===== config.mk =====
export PLATFORM = sky130hd
export DESIGN_NAME = bcbn_exec
export DESIGN_NICKNAME = d
export VERILOG_FILES = /design/src/rtl/bcbn_exec_pkg.sv /design/src/rtl/bank_addr_gen.sv /design/src/rtl/bcbn_exec.sv
export VERILOG_INCLUDE_DIRS = /design/src /design/src/rtl
export SDC_FILE = /design/constraint.sdc
export NUM_CORES = 1
export LEC_CHECK = 0
export BUFFER_PORTS_ARGS = -buffer_cell sky130_fd_sc_hd__buf_2
export CORE_MARGIN = 1
export CORE_UTILIZATION = 47
export CTS_BUF_LIST = sky130_fd_sc_hd__clkbuf_4 sky130_fd_sc_hd__clkbuf_8 sky130_fd_sc_hd__clkbuf_16
export DETAILED_ROUTE_END_ITERATION = 6
export PLACE_DENSITY = 0.92
export SETUP_SLACK_MARGIN = 0.2
export SLEW_MARGIN = 10
export SYNTH_ARGS = -nofsm -noshare
export SYNTH_HDL_FRONTEND = slang
export SYNTH_HIERARCHICAL = 1
export SYNTH_SLANG_ARGS = --single-unit

===== constraint.sdc =====
create_clock -name clock -period 2.1 [get_ports clock]
set_input_delay 0.21 -clock clock [delete_from_list [all_inputs] [get_ports clock]]
set_output_delay 0.21 -clock clock [all_outputs]
set_load 0.05 [all_outputs]

===== src/rtl/bcbn_exec_defs.svh =====
// Constants for the bit-clear / branch-if-negative execution unit.
// Assumes a 21-bit byte program counter and a 16-bit instruction word.
`ifndef BCBN_EXEC_DEFS_SVH
`define BCBN_EXEC_DEFS_SVH
// Opcode fields
`define BCLR_OPC       4'h9
`define BNEG_OPC       8'he6
// Field positions in the instruction word
`define FLD_A_POS      8
`define FLD_B_LSB      9
`define FLD_F_LSB      0
// Status layout: negative flag position
`define STAT_NEG_POS   4
// Step of the program counter per instruction word
`define PC_STEP        21'h000002
// Reset value and access bank layout
`define PC_RST         21'h000000
`define ACCESS_HI_BANK 4'hf
`define ACCESS_SPLIT   8'h60
`endif


===== src/rtl/bcbn_exec_pkg.sv =====
// Types for the bit-clear / branch-if-negative execution unit.
// Assumes nothing of its surroundings.
package bcbn_exec_pkg;
   // Execution phase, one-hot
   typedef enum logic [1:0] {
      PH_EXEC  = 2'b01,
      PH_FLUSH = 2'b10
   } phase_t;
endpackage


===== src/rtl/bank_addr_gen.sv =====
// Forms the 12-bit data address of a file operand.
// Assumes a 4-bit bank pointer and an access bank split at 0x60.
`timescale 1ns/1ps
`include "bcbn_exec_defs.svh"
module bank_addr_gen (
   // Operand
   input  wire logic [7:0]  fileAddr,
   input  wire logic        useBank,
   // Bank pointer
   input  wire logic [3:0]  bankPtr,
   // Result
   output logic      [11:0] dataAddr
);
   // ==========================================================
   // Address forming
   // Access bank maps 0x00..0x5F to bank 0, 0x60..0xFF to bank 15
   always_comb begin
      if (useBank) begin
         dataAddr = {bankPtr, fileAddr};
      end else if (fileAddr < `ACCESS_SPLIT) begin
         dataAddr = {4'h0, fileAddr};
      end else begin
         dataAddr = {`ACCESS_HI_BANK, fileAddr};
      end
   end
endmodule // bank_addr_gen


===== src/rtl/bcbn_exec.sv =====
// Execution unit for the bit-clear and branch-if-negative instructions.
// Assumes the core presents one instruction a cycle with its address,
// gives a read port into the register file, and obeys the flush output.
// How it works
// - Bit clear zeroes one bit, keeps others
// - Operands: 8-bit file, 3-bit bit, flag
// - Branch only when negative flag is one
// - Target is address plus 2 plus 2n
`timescale 1ns/1ps
`include "bcbn_exec_defs.svh"
module bcbn_exec #(
   parameter int PC_W = 21            // Byte address width of the program counter
) (
   // Clock and reset
   input  wire logic            clock,
   input  wire logic            rstn,
   // Instruction in
   input  wire logic            instrValid,
   input  wire logic [15:0]     instrWord,
   input  wire logic [PC_W-1:0] instrAddr,
   // Core state
   input  wire logic [7:0]      statusIn,
   input  wire logic [3:0]      bankSelectPointer,
   // Register file read
   output logic      [11:0]     rdAddr,
   input  wire logic [7:0]      rdData,
   // Register file write
   output logic                 wrEn_q,
   output logic      [11:0]     wrAddr_q,
   output logic      [7:0]      wrData_q,
   // Program counter
   output logic                 pcLoad_q,
   output logic      [PC_W-1:0] pcNext_q,
   // Pipeline control
   output logic                 flush_q,
   output logic                 busy_q
);
   // ==========================================================
   // Decode
   logic            isBitClear;   // bit_clear_instr present
   logic            isBranchNeg;  // branch_if_negative_instr present
   logic [7:0]      fileAddr;     // Register operand, 0..255
   logic [2:0]      bitSel;       // Bit position, 0..7
   logic            useBank;      // 1 selects bank pointer, 0 access bank
   logic [7:0]      offset;       // Signed word offset
   logic [11:0]     dataAddr;     // Resolved data address
   logic [PC_W-1:0] target;       // Branch destination
   logic [7:0]      keepMask;     // Ones everywhere except the selected bit

   bcbn_exec_pkg::phase_t phase_q, phase_d;

   // Sign extension needs room above the doubled offset; beyond 32 is never wanted
   if (PC_W < 10 || PC_W > 32) begin : g_pc_w_check
      $error("bcbn_exec: PC_W must lie between 10 and 32");
   end

   // Field extraction; widths carry the legal operand ranges
   always_comb begin
      isBitClear  = instrValid && (phase_q == bcbn_exec_pkg::PH_EXEC)
                    && (instrWord[15:12] == `BCLR_OPC);
      isBranchNeg = instrValid && (phase_q == bcbn_exec_pkg::PH_EXEC)
                    && (instrWord[15:8] == `BNEG_OPC);
      fileAddr    = instrWord[`FLD_F_LSB +: 8];
      bitSel      = instrWord[`FLD_B_LSB +: 3];
      useBank     = instrWord[`FLD_A_POS];
      offset      = instrWord[7:0];
      // Sign-extend, double, add to the following address
      target      = instrAddr + PC_W'(`PC_STEP) + {{(PC_W-9){offset[7]}}, offset, 1'b0};
   end

   // One comparator per bit; the mask keeps every bit but the selected one
   for (genvar i = 0; i < 8; i++) begin : g_keep
      assign keepMask[i] = (bitSel != 3'(i));
   end

   bank_addr_gen uAddr (
      .fileAddr (fileAddr),
      .useBank  (useBank),
      .bankPtr  (bankSelectPointer),
      .dataAddr (dataAddr)
   );

   // Read side goes straight to the register file for same-cycle data
   assign rdAddr = dataAddr;

   // ==========================================================
   // Next-state logic
   logic            wrEn_d;
   logic [11:0]     wrAddr_d;
   logic [7:0]      wrData_d;
   logic            pcLoad_d;
   logic [PC_W-1:0] pcNext_d;
   logic            flush_d;
   logic            busy_d;       // High for the flush slot only

   // Status is only read here, never written, so no flag can move
   always_comb begin
      phase_d  = bcbn_exec_pkg::PH_EXEC;
      wrEn_d   = 1'b0;
      wrAddr_d = dataAddr;
      wrData_d = rdData;
      pcLoad_d = 1'b0;
      pcNext_d = target;
      flush_d  = 1'b0;
      busy_d   = 1'b0;
      case (phase_q)
         bcbn_exec_pkg::PH_EXEC: begin
            if (isBitClear) begin
               // Clear only the selected bit
               wrEn_d   = 1'b1;
               wrData_d = rdData & keepMask;
            end else if (isBranchNeg && statusIn[`STAT_NEG_POS]) begin
               // Taken: load PC, then one flush cycle
               pcLoad_d = 1'b1;
               flush_d  = 1'b1;
               busy_d   = 1'b1;
               phase_d  = bcbn_exec_pkg::PH_FLUSH;
            end
            // Untaken branch: nothing, sequential fetch continues
         end
         bcbn_exec_pkg::PH_FLUSH: begin
            // Second cycle is a no-operation
            phase_d = bcbn_exec_pkg::PH_EXEC;
         end
         default: begin
            phase_d = bcbn_exec_pkg::PH_EXEC;
         end
      endcase
   end

   // ==========================================================
   // Registers
   // Only the next values are stored here; all deciding is done above
   always_ff @(posedge clock or negedge rstn) begin
      if (!rstn) begin
         phase_q  <= bcbn_exec_pkg::PH_EXEC;
         wrEn_q   <= 1'b0;
         wrAddr_q <= 12'h000;
         wrData_q <= 8'h00;
         pcLoad_q <= 1'b0;
         pcNext_q <= PC_W'(`PC_RST);
         flush_q  <= 1'b0;
         busy_q   <= 1'b0;
      end else begin
         phase_q  <= phase_d;
         wrEn_q   <= wrEn_d;
         wrAddr_q <= wrAddr_d;
         wrData_q <= wrData_d;
         pcLoad_q <= pcLoad_d;
         pcNext_q <= pcNext_d;
         flush_q  <= flush_d;
         busy_q   <= busy_d;
      end
   end
endmodule // bcbn_exec


==> metrics.txt, run 1 <==
outcome finished, final reports clean; wire length per cell after detailed routing 16.7 um; post-synthesis async set-or-reset flop share 1.00; overall via count from detail_route 2444; switching component of the power 0.00130 W; final worst-path cycle share 0.974; Yosys reg bits 44; transition at the pin with the smallest max-transition slack 0.414 ns; H-Tree Level Count 2; largest fanout on the critical path 3; final critical-path required period 2.05 ns; Worst Hold Depth 1; wire length of the first global-routing pass 9980 um; sink of the worst hold path pcNext_q[0]$_DFF_PN0_; number of diodes 0; largest net degree at the start of global routing 26; Reg2Reg Capture Point wrData_q[2]$_DFF_PN0_; Top Ports 117; drt drc 0; vias in the first global route 2255; leading cell types by count after synthesis sky130_fd_sc_hd__dfrtp_1 (43), sky130_fd_sc_hd__ha_1 (37), sky130_fd_sc_hd__a21oi_1 (19), sky130_fd_sc_hd__inv_1 (19), sky130_fd_sc_hd__nand2_1 (13); CTS tree done; root cell of the clock tree sky130_fd_sc_hd__clkbuf_8; CP most frequent cell sky130_fd_sc_hd__ha_4; Critical Path, Cell by Cell buf_8, ha_4, ha_4, inv_2, fa_2, nor2b_4, o31ai_2, a31o_1, o21a_4, mux2_4, a221oi_2; Final Util 0.747; layout cell share with drive strength beyond 1 0.540; worst slew margin relative to its limit 0.724; achievable clock frequency 0.489 GHz; startpoint-to-endpoint class of the critical path in -> reg; RSZ-0062 raised after global routing true; Setup crit start kind primary input; count of input and output buffers 109; worst-case clock buffer depth 2; count of max-cap constraint violations 0; part of the power in combinational logic 0.476; Crit. End Element flop; total wire length 7580 um; Switching Share 0.413; leakage 1.92 nW; count of nets after finishing 480; Post-Syn Area 2490 um2; worst min-delay path startpoint instrAddr[0]; Worst R2R Setup Slack 0.46 ns; sum of net half-perimeters after detailed placement 5390 um; count of TritonRoute iterations in the first routing pass 4; CTS clock-pin slew for the worst setup and hold paths 0.08 ns; die footprint 5600 um2; overall fraction of global-route tracks in use 0.239; cells taking the most area after synthesis sky130_fd_sc_hd__dfrtp_1 (43%), sky130_fd_sc_hd__ha_1 (19%), sky130_fd_sc_hd__a21oi_1 (3.8%); slowest stage cell on the critical path sky130_fd_sc_hd__fa_2; die span in y 74.8 um; Initial Util 0.488; nets in the synthesized netlist 326; final max-slew violation count 0; proportion of netlist area held by the largest area contributor 0.432; sequential area share after synthesis 0.442; worst r2r path cells 4; filler cell count 328; CP arrival 2.24 ns; internal power 0.00184 W; least setup slack across all paths after layout 0.0543 ns; floorplan die width 74.8 um; starting DRC count in detailed routing 136; power density normalized to cell area 821 nW/um2; Worst Path Required 2.29 ns; Clock Skews 0.000511 ns; num rows 26; top_reg_cell synth sky130_fd_sc_hd__dfrtp_1; RePlAce Congestion 0.835; post-placement worst setup slack -0.261 ns; most frequently used cell type in the post-synthesis netlist sky130_fd_sc_hd__dfrtp_1; number of clock sinks 44; final hold violation count 0; antenna violations before repair 0; sum of negative setup slack 0 ns; number of distinct library cells after synthesis 43; EDFF count, synth 0; highest cell delay on the worst timing path 0.37 ns; standard cell core area 5110 um2; synthesized instance count 228; via count normalized by instance count 5.40; number of buffers inserted during clock tree synthesis 5; synthesis-to-layout area growth 53.2%; worst vdd rail ir drop 0.000391 V; biggest area consumer among synthesized cells sky130_fd_sc_hd__dfrtp_1; average instance area after synthesis 10.9 um2; clock network fraction of total power 0.203; Clock Latency Late Sink 0.28 ns; RR Startpoint phase_q[0]$_DFF_PN1_; yosys warns 6; Setup violations, final 0; count of antenna-violating nets left after detailed routing 0; total overflow reported by the global router 0; sequential fraction of design power 0.321; class of the tightest hold or removal check in -> reg
==> through the flow <==
step	total power, W	area, um2	instances	hold slack (ns)
after floorplan	0.00192	2550	228	-0.0856
after global placement	0.00232	3440	441	0.160
after detailed placement	0.00237	3440	441	0.168
after CTS	0.00303	3620	451	0.0253
after global routing	0.00328	3820	453	0.0210
final	0.00314	3820	453	0.0309
==> layout make-up <==
| cell class | instances | area (um2) | area share |
|---|---|---|---|
| Inverter | 19 | 71.3 | 0.0187 |
| Multi-Input combinational cell | 154 | 1500 | 0.394 |
| Sequential cell | 44 | 1100 | 0.289 |
| Tap cell | 70 | 87.6 | 0.0229 |
| Timing Repair Buffer | 158 | 942 | 0.247 |
| Clock buffer | 6 | 76.3 | 0.0200 |
| Clock inverter | 2 | 35.0 | 0.00918 |
==> registers in the layout (all words and copies together), names as in the netlist <==
register  flops
pcNext_q     21
wrAddr_q     12
wrData_q      8
busy_q        1
phase_q       1
wrEn_q        1
==> worst max-delay path by stage <==
stage / depth (start not counted) / slack [ns] / start / end
2_1_floorplan: 10 / -0.03 / instrAddr[2] / pcNext_q[20]$_DFF_PN0_
3_3_place_gp: 11 / -0.19 / instrWord[1] / pcNext_q[20]$_DFF_PN0_
3_5_place_dp: 9 / -0.26 / instrWord[7] / pcNext_q[20]$_DFF_PN0_
4_1_cts: 9 / 0.11 / instrWord[7] / pcNext_q[20]$_DFF_PN0_
5_1_grt: 9 / 0.04 / instrWord[7] / pcNext_q[20]$_DFF_PN0_
6_report: 11 / 0.05 / instrWord[1] / pcNext_q[20]$_DFF_PN0_
==> timing repair <==
item | 4_1_cts | 5_1_grt
pin swaps | 2 | 10
gates resized for setup | 16 | 27
hold buffers | 1 | 0
endpoints found under the hold margin | 18 | 0
setup buffers | 1 | 2
setup endpoints to repair | 5 | 10
==> per-layer routing <==
| layer | GRT usage | vias to the layer above | part of all wire |
|---|---|---|---|
| met3 | 0.0295 | 22 | 0.051 |
| met5 | 0 | - | 0 |
| met4 | 0.0922 | 0 | 0.032 |
| li1 | - | 1109 | - |
| met2 | 0.448 | 124 | 0.54 |
| met1 | 0.277 | 1189 | 0.38 |
==> cell usage in the layout, fill, tap and decap left out, types with 2 or more instances in the layout <==
cell type	count
sky130_fd_sc_hd__nor3_1	3
sky130_fd_sc_hd__xor2_1	7
sky130_fd_sc_hd__inv_2	3
sky130_fd_sc_hd__xnor2_1	9
sky130_fd_sc_hd__ha_4	12
sky130_fd_sc_hd__buf_2	106
sky130_fd_sc_hd__a31oi_1	3
sky130_fd_sc_hd__o21ai_0	3
sky130_fd_sc_hd__o31a_1	4
sky130_fd_sc_hd__clkbuf_8	5
sky130_fd_sc_hd__nand4b_1	3
sky130_fd_sc_hd__o21a_1	2
sky130_fd_sc_hd__a211oi_2	3
sky130_fd_sc_hd__nand2_1	13
sky130_fd_sc_hd__a21boi_2	2
sky130_fd_sc_hd__dfrtp_1	43
sky130_fd_sc_hd__o211ai_1	2
sky130_fd_sc_hd__o21ai_2	2
sky130_fd_sc_hd__o21ai_1	3
sky130_fd_sc_hd__nand4_1	2
sky130_fd_sc_hd__ha_1	25
sky130_fd_sc_hd__nor2_1	11
sky130_fd_sc_hd__buf_6	3
sky130_fd_sc_hd__buf_4	46
sky130_fd_sc_hd__clkbuf_4	2
sky130_fd_sc_hd__inv_1	16
sky130_fd_sc_hd__nor2b_1	2
sky130_fd_sc_hd__a21oi_2	6
sky130_fd_sc_hd__a21oi_1	12
==> power by group through the flow <==
stage	Clock, W	Sequential (W)	Combinational, W
floorplan	0	0.00148	0.000438
global placement	0	0.00102	0.00131
detailed placement	0	0.00102	0.00135
CTS	0.000647	0.00101	0.00138
global route	0.000679	0.00102	0.00158
finish	0.000638	0.00101	0.00149
==> kinds of logic after synthesis <==
group / share of synthesized area
AND/OR/NAND/NOR: 0.0844
flip-flops: 0.442
multiplexers: 0.00603
buffers and inverters: 0.0608
AO/OA/AOI/OAI: 0.156
XOR/XNOR: 0.0563
adder cells (fa/ha/maj): 0.194
==> worst max-delay path: cells and delay by family <==
kind | cells | cell delay [ns]
and+or+nand+nor | 1 | 0.13
muxes | 1 | 0.30
adders and majority gates | 3 | 0.77
AOI/OAI and AO/OA | 4 | 0.68
buffers and inverters | 2 | 0.14
Note: power is estimated with default switching activity, not from simulation.
==> inputs of run 2 (changes only) <==
--- a/config.mk
+++ b/config.mk
@@ -6,9 +6,10 @@
 export SDC_FILE = /design/constraint.sdc
 export NUM_CORES = 1
 export LEC_CHECK = 0
+export ABC_AREA = 1
 export BUFFER_PORTS_ARGS = -buffer_cell sky130_fd_sc_hd__buf_2
 export CORE_MARGIN = 1
-export CORE_UTILIZATION = 47
+export CORE_UTILIZATION = 48
 export CTS_BUF_LIST = sky130_fd_sc_hd__clkbuf_4 sky130_fd_sc_hd__clkbuf_8 sky130_fd_sc_hd__clkbuf_16
 export DETAILED_ROUTE_END_ITERATION = 6
 export PLACE_DENSITY = 0.92
==> run 2 against run 1 <==
Net effect:
- power decreased by 8.7%
- synthesized area increased by 9.2%
- clock skew about the same
- wire length decreased by 20%
- critical endpoint is now pcNext_q[14]$_DFF_PN0_
- core utilization decreased by 12 points
- sequential share of layout area increased by 3.2 points
- first-iteration DRC count decreased by 13%
- critical path type unchanged
- combinational power decreased by 19%
- global-route usage decreased by 2.5 points
- cell count increased by 11%
- largest power group unchanged
==> metrics.txt, run 2 <==
commonest cells after routing, fill and taps aside sky130_fd_sc_hd__buf_2 (109), sky130_fd_sc_hd__nand2_1 (82), sky130_fd_sc_hd__inv_1 (43), sky130_fd_sc_hd__dfrtp_1 (43), sky130_fd_sc_hd__ha_1 (37); achievable clock frequency 0.573 GHz; CP arrival 1.95 ns; layout cell share with drive strength beyond 1 0.323; Post-Syn Area 2720 um2; Clock Skews 0.000749 ns; top_reg_cell synth sky130_fd_sc_hd__dfrtp_1; overall fraction of global-route tracks in use 0.214; synthesis-to-layout area growth 26.4%; final max-slew violation count 0; leakage 2.02 nW; number of clock sinks 44; count of input and output buffers 109; via count normalized by instance count 4.91; die span in y 77.3 um; Crit. End Element flop; total wire length 6080 um; overall via count from detail_route 2467; CTS clock-pin slew for the worst setup and hold paths 0.10 ns; nets in the synthesized netlist 416; largest fanout on the critical path 3; worst slew margin relative to its limit 0.686; largest net degree at the start of global routing 22; most frequently used cell type in the post-synthesis netlist sky130_fd_sc_hd__nand2_1; Initial Util 0.497; tightest hold margin 0.0163 ns; die footprint 5970 um2; vias in the first global route 2384; number of buffers added for setup after CTS 0; filler cell count 472; sum of net half-perimeters after detailed placement 4950 um; sum of negative setup slack 0 ns; area of combinational cells with multiple inputs 1370 um2; floorplan die width 77.3 um; Most flops, register pcNext_q; worst r2r path cells 5; number of buffers inserted during clock tree synthesis 5; synthesized instance count 318; root cell of the clock tree sky130_fd_sc_hd__clkbuf_8; starting DRC count in detailed routing 118; leading cell types by count after synthesis sky130_fd_sc_hd__nand2_1 (83), sky130_fd_sc_hd__inv_1 (44), sky130_fd_sc_hd__dfrtp_1 (43); flip-flop count of the largest register, all copies and words added 21; total overflow reported by the global router 0; H-Tree Level Count 2; RePlAce Congestion 0.853; final critical-path required period 1.75 ns; number of diodes 0; count of antenna-violating nets left after detailed routing 0; Top Ports 117; cells taking the most area after synthesis sky130_fd_sc_hd__dfrtp_1 (40%), sky130_fd_sc_hd__ha_1 (17%), sky130_fd_sc_hd__nand2_1 (11%); final design area excluding fillers 3440 um2; count of max-cap constraint violations 0; biggest area consumer among synthesized cells sky130_fd_sc_hd__dfrtp_1; final worst-path cycle share 0.832; outcome finished, final reports clean; DP Area 3310 um2; wire length of the first global-routing pass 10100 um; Setup violations, final 0; RSZ-0062 raised after global routing false; transition at the pin with the smallest max-transition slack 0.468 ns; count of nets after finishing 527; Worst Hold Depth 1; startpoint-to-endpoint class of the critical path in -> reg; count of TritonRoute iterations in the first routing pass 4; Yosys reg bits 44; biggest registers after layout pcNext_q: 21 flops, wrAddr_q: 12 flops, wrData_q: 8 flops; yosys warns 6; CTS tree done; class of the tightest hold or removal check in -> reg; wire length per cell after detailed routing 12.1 um; standard cell core area 5470 um2; worst-case clock buffer depth 2; power density normalized to cell area 832 nW/um2; drt drc 0; combined flip-flop and latch cell area 1100 um2; EDFF count, synth 0; number of distinct library cells after synthesis 25; proportion of netlist area held by the largest area contributor 0.395; average instance area after synthesis 8.56 um2; Worst Path Required 2.30 ns; post-synthesis async set-or-reset flop share 1.00; leading cell type in the layout, fill and taps excluded sky130_fd_sc_hd__buf_2; Setup crit start kind primary input; sequential area share after synthesis 0.405; final hold violation count 0; num rows 27; Clock Latency Late Sink 0.29 ns; worst vdd rail ir drop 0.000511 V; antenna violations before repair 0
[run 2: changes by cell type in the layout (fill, tap and decap cells not counted), moves of 12 or more]
cell / delta
sky130_fd_sc_hd__buf_4: -42
sky130_fd_sc_hd__ha_1: +12
sky130_fd_sc_hd__ha_4: -12
sky130_fd_sc_hd__inv_1: +27
sky130_fd_sc_hd__nand2_1: +69
sky130_fd_sc_hd__nand3_1: +14
[run 2: cell families (layout without fill, tap and decap cells)]
| kind of cell | Yosys count | in the layout | synth area share |
|---|---|---|---|
| simple gates | 137 | 137 | 0.226 |
| buf+inv | 56 | 168 | 0.0910 |
| flops | 44 | 44 | 0.405 |
| fa+ha+maj | 38 | 38 | 0.177 |
| compound gates | 32 | 32 | 0.0653 |
| xor+xnor | 11 | 11 | 0.0354 |
[run 2: path summary, 6_finish.rpt]
check / slack, ns / to / from
max in group asynchronous: 1.27 / phase_q[0]$_DFF_PN1_ / rstn
worst min register to register: 0.68 / wrEn_q$_DFF_PN0_ / phase_q[0]$_DFF_PN1_
worst min-delay path: 0.02 / pcNext_q[0]$_DFF_PN0_ / instrAddr[0]
worst max register to register: 0.64 / wrData_q[2]$_DFF_PN0_ / phase_q[0]$_DFF_PN1_
min in group asynchronous: 0.28 / pcNext_q[13]$_DFF_PN0_ / rstn
worst max-delay path: 0.35 / pcNext_q[14]$_DFF_PN0_ / instrWord[1]
[run 2: routing by layer]
layer  share of wire  track usage  up-vias
li1                -            -     1228
met4           0.017       0.0717        0
met2            0.52        0.400       95
met3           0.056       0.0381       10
met1            0.40        0.243     1134
met5               0            0        -
[run 2: critical path, stage by stage]
cell,delay [ns]
sky130_fd_sc_hd__buf_2,0.11
sky130_fd_sc_hd__ha_1,0.28
sky130_fd_sc_hd__ha_1,0.16
sky130_fd_sc_hd__inv_1,0.05
sky130_fd_sc_hd__fa_1,0.41
sky130_fd_sc_hd__inv_2,0.10
sky130_fd_sc_hd__nand3_1,0.07
sky130_fd_sc_hd__nand3_1,0.12
sky130_fd_sc_hd__nand2_1,0.06
sky130_fd_sc_hd__nand2_1,0.14
sky130_fd_sc_hd__nand2_1,0.09
sky130_fd_sc_hd__nand3_1,0.08
sky130_fd_sc_hd__nand2_1,0.06
[run 2: cell type report]
cell class                      instances  share of cell area
Clock buffer                            5              0.0200
Clock inverter                          3              0.0135
Inverter                               46              0.0502
Multi-Input combinational cell        218               0.399
Sequential cell                        44               0.320
Tap cell                               72              0.0262
Timing Repair Buffer                  114               0.170
[run 2: stage by stage]
| stage | util | setup WS (ns) | total power, W | instances |
|---|---|---|---|---|
| finish | 0.628 | 0.354 | 0.00286 | 502 |
| global route | 0.628 | 0.213 | 0.00302 | 502 |
| CTS | 0.628 | 0.362 | 0.00288 | 502 |
| detailed placement | 0.605 | 0.0431 | 0.00221 | 493 |
| global placement | 0.605 | 0.0995 | 0.00219 | 493 |
| floorplan | - | 0.306 | 0.00190 | 318 |
[run 2: timing repair]
action,4_1_cts,5_1_grt
endpoints found under the setup margin,0,1
gates resized for setup,0,2
hold endpoints to repair,6,0
hold buffers,1,0
[run 2: power by group]
| part | internal (W) | switching [W] | leakage (nW) |
|---|---|---|---|
| Clock | 0.000358 | 0.000305 | 0.0548 |
| Sequential | 0.000964 | 0.0000284 | 0.518 |
| Combinational | 0.000314 | 0.000893 | 1.45 |
| Total | 0.00164 | 0.00123 | 2.02 |
==> inputs of run 3 (changes only) <==
--- a/config.mk
+++ b/config.mk
@@ -9,10 +9,10 @@
 export ABC_AREA = 1
 export BUFFER_PORTS_ARGS = -buffer_cell sky130_fd_sc_hd__buf_2
 export CORE_MARGIN = 1
-export CORE_UTILIZATION = 48
+export CORE_UTILIZATION = 43
 export CTS_BUF_LIST = sky130_fd_sc_hd__clkbuf_4 sky130_fd_sc_hd__clkbuf_8 sky130_fd_sc_hd__clkbuf_16
 export DETAILED_ROUTE_END_ITERATION = 6
-export PLACE_DENSITY = 0.92
+export PLACE_DENSITY = 0.87
 export SETUP_SLACK_MARGIN = 0.2
 export SLEW_MARGIN = 10
 export SYNTH_ARGS = -nofsm -noshare
==> constraint.sdc (replaced) <==
create_clock -name clock -period 1.5 [get_ports clock]
set_input_delay 0.15 -clock clock [delete_from_list [all_inputs] [get_ports clock]]
set_output_delay 0.15 -clock clock [all_outputs]
set_load 0.05 [all_outputs]
==> run 3 against run 2 <==
Net effect:
- the run now ends with setup timing left
- sequential share of layout area fell by 8.3 points
- wire length up 53%
- critical path type unchanged
- clock power increased by 41%
- largest cell class unchanged
- flip-flop and latch count unchanged
- cell count up 8.8%
- largest power group unchanged
- sequential power grew 41%
- register-to-register slack got worse by 0.44 ns
==> metrics.txt, run 3 (same netlist as run 2, synthesis figures left out) <==
Initial Util 0.452; commonest cells after routing, fill and taps aside sky130_fd_sc_hd__buf_2 (106), sky130_fd_sc_hd__nand2_1 (49), sky130_fd_sc_hd__dfrtp_1 (42); wire length per cell after detailed routing 17.1 um; transition at the pin with the smallest max-transition slack 0.534 ns; class of the tightest hold or removal check in -> reg; power density normalized to cell area 1040 nW/um2; filler cell count 357; sum of net half-perimeters after detailed placement 5640 um; count of input and output buffers 109; Clock Skews 0.000964 ns; Clock Latency Late Sink 0.30 ns; synthesis-to-layout area growth 70.7%; violated checks setup timing; Final Util 0.771; Setup crit start kind primary input; H-Tree Level Count 2; RePlAce Congestion 0.862; non-filler cells in the finished layout 546; Worst Path Required 1.75 ns; count of nets after finishing 568; largest fanout on the critical path 5; flip-flop count of the largest register, all copies and words added 21; final worst-path cycle share 1.02; startpoint-to-endpoint class of the critical path in -> reg; achievable clock frequency 0.650 GHz; worst vdd rail ir drop 0.000681 V; drt drc 0; CTS tree done; final hold violation count 0; CP most frequent cell sky130_fd_sc_hd__nand2_1; slowest stage cell on the critical path sky130_fd_sc_hd__ha_4; Most flops, register pcNext_q; leading cell type in the layout, fill and taps excluded sky130_fd_sc_hd__buf_2; count of antenna-violating nets left after detailed routing 0; tightest hold margin 0.0138 ns; via count normalized by instance count 5.25; largest net degree at the start of global routing 25; floorplan die width 81.6 um; layout cell share with drive strength beyond 1 0.616; vias in the first global route 2820; RSZ-0062 raised after global routing true; biggest registers after layout pcNext_q: 21 flops, wrAddr_q: 12 flops, wrData_q: 8 flops; starting DRC count in detailed routing 175; num rows 28; overall via count from detail_route 2865; outcome finished, violations left; Top Ports 117; overall fraction of global-route tracks in use 0.246; Setup violations, final 4; count of max-cap constraint violations 0; worst-case clock buffer depth 2; Cells after DPL 525; root cell of the clock tree sky130_fd_sc_hd__clkbuf_8; leakage 2.38 nW; wire length of the first global-routing pass 12300 um; final max-slew violation count 0; number of buffers inserted during clock tree synthesis 5; Critical Path, Cell by Cell buf_12, buf_12, ha_4, ha_4, nand2_1, inv_1, nand2_1, nor3_4, nand2_4, nand2_1, nand2_1, nand2_1; die footprint 6650 um2; worst slew margin relative to its limit 0.644; antenna violations before repair 0; die span in y 81.6 um; highest cell delay on the worst timing path 0.31 ns; CTS clock-pin slew for the worst setup and hold paths 0.09 ns; number of clock sinks 44; final critical-path required period 1.54 ns; post-placement worst setup slack -0.357 ns; number of diodes 0; count of TritonRoute iterations in the first routing pass 5; total overflow reported by the global router 0; least setup slack across all paths after layout -0.0373 ns; total wire length 9330 um; standard cell core area 6030 um2; CP arrival 1.79 ns; Crit. End Element flop
==> run 3: changes by cell type in the layout (fill, tap and decap cells not counted), moves of 11 or more <==
cell	previous run	this run
sky130_fd_sc_hd__a21oi_2	0	11
sky130_fd_sc_hd__a21oi_1	18	4
sky130_fd_sc_hd__nand2_2	7	23
sky130_fd_sc_hd__ha_1	37	3
sky130_fd_sc_hd__nand2_4	0	17
sky130_fd_sc_hd__buf_4	4	35
sky130_fd_sc_hd__nand2_1	82	49
sky130_fd_sc_hd__ha_4	0	34
==> run 3: power breakdown <==
| part | switching [W] | internal, W | total, W |
|---|---|---|---|
| combinational | 0.00160 | 0.000873 | 0.00248 |
| sequential | 0.0000456 | 0.00135 | 0.00140 |
| clock | 0.000436 | 0.000502 | 0.000938 |
==> run 3: final cells by class <==
cell class              instances  area, um2  share of cell area
clock inverters                 3       46.3             0.00997
multi-input cells             218       2170               0.468
repair buffers                155        977               0.210
flip-flops and latches         44       1100               0.238
well taps                      75       93.8              0.0202
clock buffers                   5       68.8              0.0148
inverters                      46        180              0.0388
==> run 3: critical path: cells and delay by family <==
| kind | cells | cell delay, ns |
|---|---|---|
| buffers and inverters | 3 | 0.34 |
| adders and majority gates | 2 | 0.55 |
| and+or+nand+nor | 7 | 0.75 |
==> run 3: what timing repair did <==
action                     CTS  global route
gates cloned                 0             1
resized for setup           42            72
hold endpoints to repair    23             0
setup endpoints to repair   21            23
setup buffers                5             4
pin swaps                   29            38
hold buffers                 3             0
==> run 3: final timing paths <==
kind                                      startpoint                endpoint  slack [ns]  depth (start not counted)
worst max-delay path                    instrWord[7]  pcNext_q[18]$_DFF_PN0_       -0.04                         12
worst min-delay path                    instrWord[2]   wrAddr_q[2]$_DFF_PN0_        0.01                          1
worst max register to register  phase_q[0]$_DFF_PN1_   wrData_q[0]$_DFF_PN0_        0.20                          6
worst min register to register      busy_q$_DFF_PN0_    phase_q[0]$_DFF_PN1_        0.72                          4
max in group asynchronous                       rstn   pcNext_q[3]$_DFF_PN0_        0.52                          3
min in group asynchronous                       rstn   wrAddr_q[2]$_DFF_PN0_        0.39                          2
==> run 3: per-layer routing <==
metal | share of wire | up-vias | global-route usage
li1 | - | 1318 | -
met1 | 0.37 | 1330 | 0.259
met2 | 0.51 | 159 | 0.474
met3 | 0.069 | 58 | 0.0367
met4 | 0.054 | 0 | 0.114
met5 | 0 | - | 0
==> run 3: per-stage QoR <==
stage	power [W]	TNS, ns	cell area [um2]
floorplan	0.00286	-0.0789	3150
global placement	0.00344	-2.62	3990
detailed placement	0.00349	-3.30	3990
CTS	0.00456	0	4350
global route	0.00502	-0.323	4640
finish	0.00481	-0.0897	4640
